[config.mk]
export PLATFORM = sky130hd
export DESIGN_NAME = cdsc_ctrl
export DESIGN_NICKNAME = d
export VERILOG_FILES = /design/src/cdsc_pkg.sv /design/src/cdsc_ctrl.sv
export SDC_FILE = /design/constraint.sdc
export NUM_CORES = 1
export LEC_CHECK = 0
export BUFFER_PORTS_ARGS = -buffer_cell sky130_fd_sc_hd__buf_2
export CAP_MARGIN = 0
export CORE_MARGIN = 5
export CORE_UTILIZATION = 40
export DETAILED_ROUTE_END_ITERATION = 16
export PLACE_DENSITY = 0.71
export SLEW_MARGIN = 20
export SYNTH_ARGS = -nofsm -noshare
export SYNTH_HDL_FRONTEND = slang
export SYNTH_SLANG_ARGS = --single-unit
[constraint.sdc]
create_clock -name clk_sys_in -period 2.7 [get_ports clk_sys_in]
set_input_delay 0.405 -clock clk_sys_in [delete_from_list [all_inputs] [get_ports clk_sys_in]]
set_output_delay 0.405 -clock clk_sys_in [all_outputs]
set_load 0.1 [all_outputs]
[src/cdsc_pkg.sv]
// constants for the channel divider and spread control block
package cdsc_pkg;
   // ****************************************************************
   // register offsets and widths
   // ****************************************************************
   localparam int unsigned ADDR_W          = 8;
   localparam int unsigned DATA_W          = 16;
   localparam logic [7:0]  OFS_DIV_MOD_CTRL = 8'h39;
   localparam logic [7:0]  OFS_SUPPLY_SEL   = 8'h3A;
   localparam logic [15:0] RST_DIV_MOD_CTRL = 16'h0071;
   localparam logic [15:0] RST_SUPPLY_SEL   = 16'h0008;

   // ****************************************************************
   // field positions
   // ****************************************************************
   localparam int unsigned BIT_DELAY_MODE  = 15;
   localparam int unsigned BIT_BYPASS      = 14;
   localparam int unsigned BIT_DIV_RESET   = 13;
   localparam int unsigned BIT_CNT_SRC     = 12;
   localparam int unsigned POS_CNT_DIV_HI  = 11;
   localparam int unsigned POS_CNT_DIV_LO  = 9;
   localparam int unsigned BIT_SPREAD_TYPE = 8;
   localparam int unsigned POS_MAG_HI      = 7;
   localparam int unsigned POS_MAG_LO      = 6;
   localparam int unsigned POS_PERIOD_HI   = 5;
   localparam int unsigned POS_PERIOD_LO   = 4;
   localparam int unsigned BIT_SPREAD_EN   = 3;
   localparam int unsigned BIT_GLITCH_FREE = 0;
   localparam int unsigned BIT_LOW_SUPPLY  = 3;

   // ****************************************************************
   // modulation period lengths in counter cycles
   // ****************************************************************
   localparam int unsigned MOD_W           = 10;
   localparam logic [9:0]  PERIOD_CODE0    = 10'h0F0;
   localparam logic [9:0]  PERIOD_CODE1    = 10'h190;
   localparam logic [9:0]  PERIOD_CODE2    = 10'h208;
   localparam logic [9:0]  PERIOD_CODE3    = 10'h22C;
endpackage
[src/cdsc_ctrl.sv]
// channel divider mode, spread modulation and supply select control
`timescale 1ns/100ps
`default_nettype none
module cdsc_ctrl (
   input  wire logic        clk_sys_in,
   input  wire logic        rst_n_in,
   input  wire logic [7:0]  reg_addr_in,
   input  wire logic [15:0] reg_wdata_in,
   input  wire logic        reg_wr_in,
   input  wire logic        reg_rd_in,
   input  wire logic        fod_tick_in,
   input  wire logic        ref_tick_in,
   input  wire logic        fod_cycle_end_in,
   output logic [15:0]      reg_rdata_out,
   output logic             divider_delay_mode_out,
   output logic             divider_register_bypass_out,
   output logic             divider_reset_out,
   output logic             spread_counter_clock_source_out,
   output logic             spread_type_out,
   output logic [1:0]       spread_magnitude_out,
   output logic             spread_enable_out,
   output logic             glitch_free_switch_enable_out,
   output logic             low_supply_select_out,
   output logic [9:0]       spread_mod_count_out,
   output logic             spread_mod_down_out,
   output logic             spread_period_end_out
);
   // ****************************************************************
   // register file
   // ****************************************************************
   logic [15:0] ctrl;
   logic [15:0] supply;
   logic [15:0] applied;
   logic [2:0]  presc_cnt;
   logic [9:0]  mod_cnt;
   logic        mod_down;
   logic        period_end;
   logic        wr_ctrl;
   logic        wr_supply;
   logic        pending;
   logic        apply_now;
   logic        cnt_src_tick;
   logic        mod_tick;
   logic [9:0]  period_len;
   logic [9:0]  period_last;

   assign wr_ctrl   = reg_wr_in && (reg_addr_in == cdsc_pkg::OFS_DIV_MOD_CTRL);
   assign wr_supply = reg_wr_in && (reg_addr_in == cdsc_pkg::OFS_SUPPLY_SEL);

   // writable words, reserved bits kept as written
   always_ff @(posedge clk_sys_in or negedge rst_n_in) begin
      if (!rst_n_in) begin
         ctrl   <= cdsc_pkg::RST_DIV_MOD_CTRL;
         supply <= cdsc_pkg::RST_SUPPLY_SEL;
      end else begin
         if (wr_ctrl) begin
            ctrl <= reg_wdata_in;
         end
         if (wr_supply) begin
            supply <= reg_wdata_in;
         end
      end
   end

   // read port, unmapped offsets read zero
   always_ff @(posedge clk_sys_in or negedge rst_n_in) begin
      if (!rst_n_in) begin
         reg_rdata_out <= 16'h0000;
      end else if (reg_rd_in) begin
         case (reg_addr_in)
            cdsc_pkg::OFS_DIV_MOD_CTRL: reg_rdata_out <= ctrl;
            cdsc_pkg::OFS_SUPPLY_SEL:   reg_rdata_out <= supply;
            default:                    reg_rdata_out <= 16'h0000;
         endcase
      end
   end

   // ****************************************************************
   // update policy
   // ****************************************************************
   // glitch-free waits for the divider cycle boundary
   assign pending   = (ctrl != applied);
   assign apply_now = pending && fod_tick_in &&
                      (!ctrl[cdsc_pkg::BIT_GLITCH_FREE] ||
                       fod_cycle_end_in);

   // applied copy that steers the divider and modulation
   always_ff @(posedge clk_sys_in or negedge rst_n_in) begin
      if (!rst_n_in) begin
         applied <= cdsc_pkg::RST_DIV_MOD_CTRL;
      end else if (apply_now) begin
         applied <= ctrl;
      end
   end

   // mode outputs straight from the applied copy, glitch-free enable and supply select straight from the written words
   assign divider_delay_mode_out = applied[cdsc_pkg::BIT_DELAY_MODE];
   assign divider_register_bypass_out = applied[cdsc_pkg::BIT_BYPASS];
   assign divider_reset_out = applied[cdsc_pkg::BIT_DIV_RESET];
   assign spread_counter_clock_source_out = applied[cdsc_pkg::BIT_CNT_SRC];
   assign spread_type_out = applied[cdsc_pkg::BIT_SPREAD_TYPE];
   assign spread_magnitude_out =
      applied[cdsc_pkg::POS_MAG_HI:cdsc_pkg::POS_MAG_LO];
   assign spread_enable_out = applied[cdsc_pkg::BIT_SPREAD_EN];
   assign glitch_free_switch_enable_out = ctrl[cdsc_pkg::BIT_GLITCH_FREE];
   assign low_supply_select_out = supply[cdsc_pkg::BIT_LOW_SUPPLY];
   assign spread_mod_count_out = mod_cnt;
   assign spread_mod_down_out = mod_down;
   assign spread_period_end_out = period_end;

   // ****************************************************************
   // modulation counter
   // ****************************************************************
   // counter clock source select
   assign cnt_src_tick = applied[cdsc_pkg::BIT_CNT_SRC] ?
                         ref_tick_in : fod_tick_in;
   assign mod_tick = cnt_src_tick &&
      (presc_cnt == applied[cdsc_pkg::POS_CNT_DIV_HI:cdsc_pkg::POS_CNT_DIV_LO]);

   // period length lookup
   always_comb begin
      case (applied[cdsc_pkg::POS_PERIOD_HI:cdsc_pkg::POS_PERIOD_LO])
         2'd0:    period_len = cdsc_pkg::PERIOD_CODE0;
         2'd1:    period_len = cdsc_pkg::PERIOD_CODE1;
         2'd2:    period_len = cdsc_pkg::PERIOD_CODE2;
         default: period_len = cdsc_pkg::PERIOD_CODE3;
      endcase
   end
   assign period_last = period_len - 10'h001;

   // prescaler divides the counter clock by field value plus one
   always_ff @(posedge clk_sys_in or negedge rst_n_in) begin
      if (!rst_n_in) begin
         presc_cnt <= 3'h0;
      end else if (!spread_enable_out) begin
         presc_cnt <= 3'h0;
      end else if (apply_now) begin
         presc_cnt <= 3'h0;
      end else if (mod_tick) begin
         presc_cnt <= 3'h0;
      end else if (cnt_src_tick) begin
         presc_cnt <= presc_cnt + 3'h1;
      end
   end

   // triangle position over one modulation period
   always_ff @(posedge clk_sys_in or negedge rst_n_in) begin
      if (!rst_n_in) begin
         mod_cnt    <= 10'h000;
         mod_down   <= 1'b0;
         period_end <= 1'b0;
      end else if (!spread_enable_out) begin
         mod_cnt    <= 10'h000;
         mod_down   <= 1'b0;
         period_end <= 1'b0;
      end else begin
         period_end <= mod_tick && (mod_cnt >= period_last);
         if (mod_tick) begin
            if (mod_cnt >= period_last) begin
               mod_cnt  <= 10'h000;
               mod_down <= 1'b0;
            end else begin
               mod_cnt  <= mod_cnt + 10'h001;
               mod_down <= ((mod_cnt + 10'h001) >= {1'b0, period_len[9:1]});
            end
         end
      end
   end
endmodule
`default_nettype wire

==> impl_metrics.csv <==
group,metric,value,unit
yosys,synth-seq-cells,79,
floorplan,fp.dieArea,12500,um2
setup_path,cp-start-kind,"register",
drt,drcViolationCount,0,
timing,fin_crit_sh,0.948,
grt,grt_overflow,0,
timing,fin_setup_tns,0,ns
floorplan,core-area,10200,um2
setup_path,crit_path_max_fanout,6,
clock_network,cts_buffers,9,
clock_network,clkTransAtPathRegs,0.09,ns
setup_path,crit_path_end_kind,"register",
final_layout,final_net_count,496,
final_layout,diodes,0,
setup_path,arrival,2.84,ns
drt,wl_per_cell,15.8,um
final_layout,final-instance-count-excl-fill,582,
floorplan,fp.dieH,112,um
grt,antenna_found_initial,0,
floorplan,rows,37,
yosys,synth-async-reset-ratio,1.00,
clock_network,ctsHtreeMaxLevel,3,
grt,grt_pass1_wl,15400,um
yosys,synth-main-ff-cell,"dfrtp_1",
setup_path,timing.rr.start,"applied[5]",
final_layout,drive_gt1_frac,0.370,
run,max_cap_viol_count,0,
final_layout,layout_common_cells,"dfrtp_1, buf_2, mux2_2",
placed_design,io_buffers,68,
status,status,"finished, final reports clean",
hold_path,min_path_type,"in -> async",
timing,finalSetupViolCount,0,
yosys,synth.area.top_cells,"dfrtp_1, mux2_2, ha_1",
placed_design,post-place-cells,562,
setup_path,worstPathRequired,2.98,ns
power_and_ir_drop,ir_drop,0.362,mV
yosys,synth_warnings,0,
drt,vias_per_cell,5.25,
floorplan,initial_core_util,0.406,
timing,worst_slack,0.140,ns
floorplan,die_w,112,um
clock_network,cts_root_buf,"clkbuf_8",
yosys,synth_area,4150,um2
grt,grt_use_total,0.151,
timing,worstMarginPinSlew,0.772,ns
timing,fmax,0.391,GHz
drt,dr.first_iter.drc_count,136,
yosys,syn_area_per_cell,11.3,um2
timing,drv_slew,0,
drt,drt-pass1-iter-count,4,
setup_path,setup.worst_path.start,"applied[5]",
clock_network,cts_sinks,79,
yosys,post-synth-top-area-fraction,0.422,
timing,fin_crit,2.56,ns
final_layout,syn_to_final_growth,17.8,%
yosys,yosysUniqueCellTypes,40,
yosys,yosysSeqAreaShare,0.479,
drt,via_count,3053,
timing,max_slew_margin,0.485,
timing,finalHoldViolCount,0,
yosys,synth_top_cell_by_area,"dfrtp_1",
drt,drt_wl_total,9210,um
timing,finClkSkew,0.00702,ns
clock_network,cts.path.max_buffers,2,
floorplan,boundaryPins,69,
grt,grt_max_degree,54,
placed_design,gp_congestion,0.828,
placed_design,dp_hpwl,6680,um
final_layout,fin_util,0.478,
clock_network,cts_tree,"yes",
setup_path,critPathKind,"reg -> reg",
yosys,synth_edf_count,0,
power_and_ir_drop,p_leak,2.42,nW
clock_network,insertion_delay,0.36,ns
power_and_ir_drop,power.density,639,nW/um2
grt,grt_pass1_vias,3132,
yosys,synth_nets,422,
drt,postRouteAntennaNets,0,
placed_design,place_ws,0.0369,ns
yosys,netlist_instances,367,
==> worst max-delay path, stage by stage, from the launching register on <==
cell	delay, ns
dfstp_2	0.59
inv_2	0.08
ha_4	0.18
or3_1	0.36
a21o_1	0.18
ha_1	0.26
o21ai_0	0.07
o21ai_1	0.11
a21oi_2	0.25
buf_6	0.16
nand3_1	0.08
a21boi_1	0.16
==> through the flow <==
step	area [um2]	hold WS (ns)	total power, W
detailed placement	4620	0.493	0.00221
global route	4890	0.127	0.00328
finish	4890	0.0892	0.00312
floorplan	4160	0.109	0.00206
CTS	4830	0.109	0.00313
global placement	4620	0.487	0.00219
==> what timing repair did <==
action | 4_1_cts | 5_1_grt
hold buffers | 0 | 0
gates cloned | 1 | 0
setup endpoints to repair | 1 | 12
pin swaps | 1 | 4
gates resized for setup | 3 | 17
buffers inserted | 0 | 3
==> per-layer routing <==
layer  GRT usage  vias up  part of all wire
li1            -     1469                 -
met2       0.239       82              0.48
met1       0.200     1495              0.45
met4      0.0430        0            0.0085
met5           0        -                 0
met3      0.0462        7             0.060
==> area by class of cell <==
cell class | count | area, um2
Fill cell | 944 | 5340
Multi-Input combinational cell | 260 | 2040
Sequential cell | 79 | 1990
Timing Repair Buffer | 80 | 440
Tap cell | 136 | 170
Clock buffer | 9 | 124
Clock inverter | 7 | 80.1
Inverter | 11 | 41.3
==> sequential cells by signal, summed over array words and instances (netlist names) <==
signal,cells
applied,16
ctrl,16
presc_cnt,3
reg_rdata_out,16
spread_mod_count_out,10
spread_mod_down_out,1
spread_period_end_out,1
supply,16
==> logic make-up (layout without fill, tap and decap cells) <==
family / count (synthesis) / after routing / share of synthesized area
adder cells (fa/ha/maj): 24 / 24 / 0.0723
AND/OR/NAND/NOR: 90 / 90 / 0.112
flip-flops: 79 / 79 / 0.479
AO/OA/AOI/OAI: 70 / 70 / 0.105
multiplexers: 49 / 49 / 0.139
XOR/XNOR: 27 / 27 / 0.0569
buffers and inverters: 28 / 107 / 0.0367
==> cell usage after synthesis, types with 4 or more instances <==
library cell,count
a31oi_1,4
nand3_1,16
nand4_1,5
xnor2_1,8
nor4_1,5
a21boi_0,7
inv_1,11
ha_1,24
a22oi_1,16
buf_4,4
nand2_1,18
o21ai_0,12
nor2_1,26
mux2_4,7
dfrtp_1,70
clkbuf_1,9
a21oi_1,24
mux2_2,41
dfstp_2,9
xor2_1,19
==> where the power goes <==
part | switching (W) | internal [W] | total (W)
Combinational | 0.000585 | 0.000274 | 0.000859
Clock | 0.000476 | 0.000440 | 0.000916
Sequential | 0.0000742 | 0.00128 | 0.00135
Total | 0.00114 | 0.00199 | 0.00312
==> final timing paths <==
path                       slack [ns]                       to  depth (start not counted)
hold reg to reg                  0.51                supply[7]                          1
hold / removal                   0.09         reg_rdata_out[0]                          1
setup / recovery                 0.14  spread_mod_count_out[4]                         11
max in group asynchronous        1.90               applied[5]                          2
setup reg to reg                 0.14  spread_mod_count_out[4]                         11
min in group clk_sys_in          0.26               applied[0]                          2
Power figures use the tool's default switching activity.
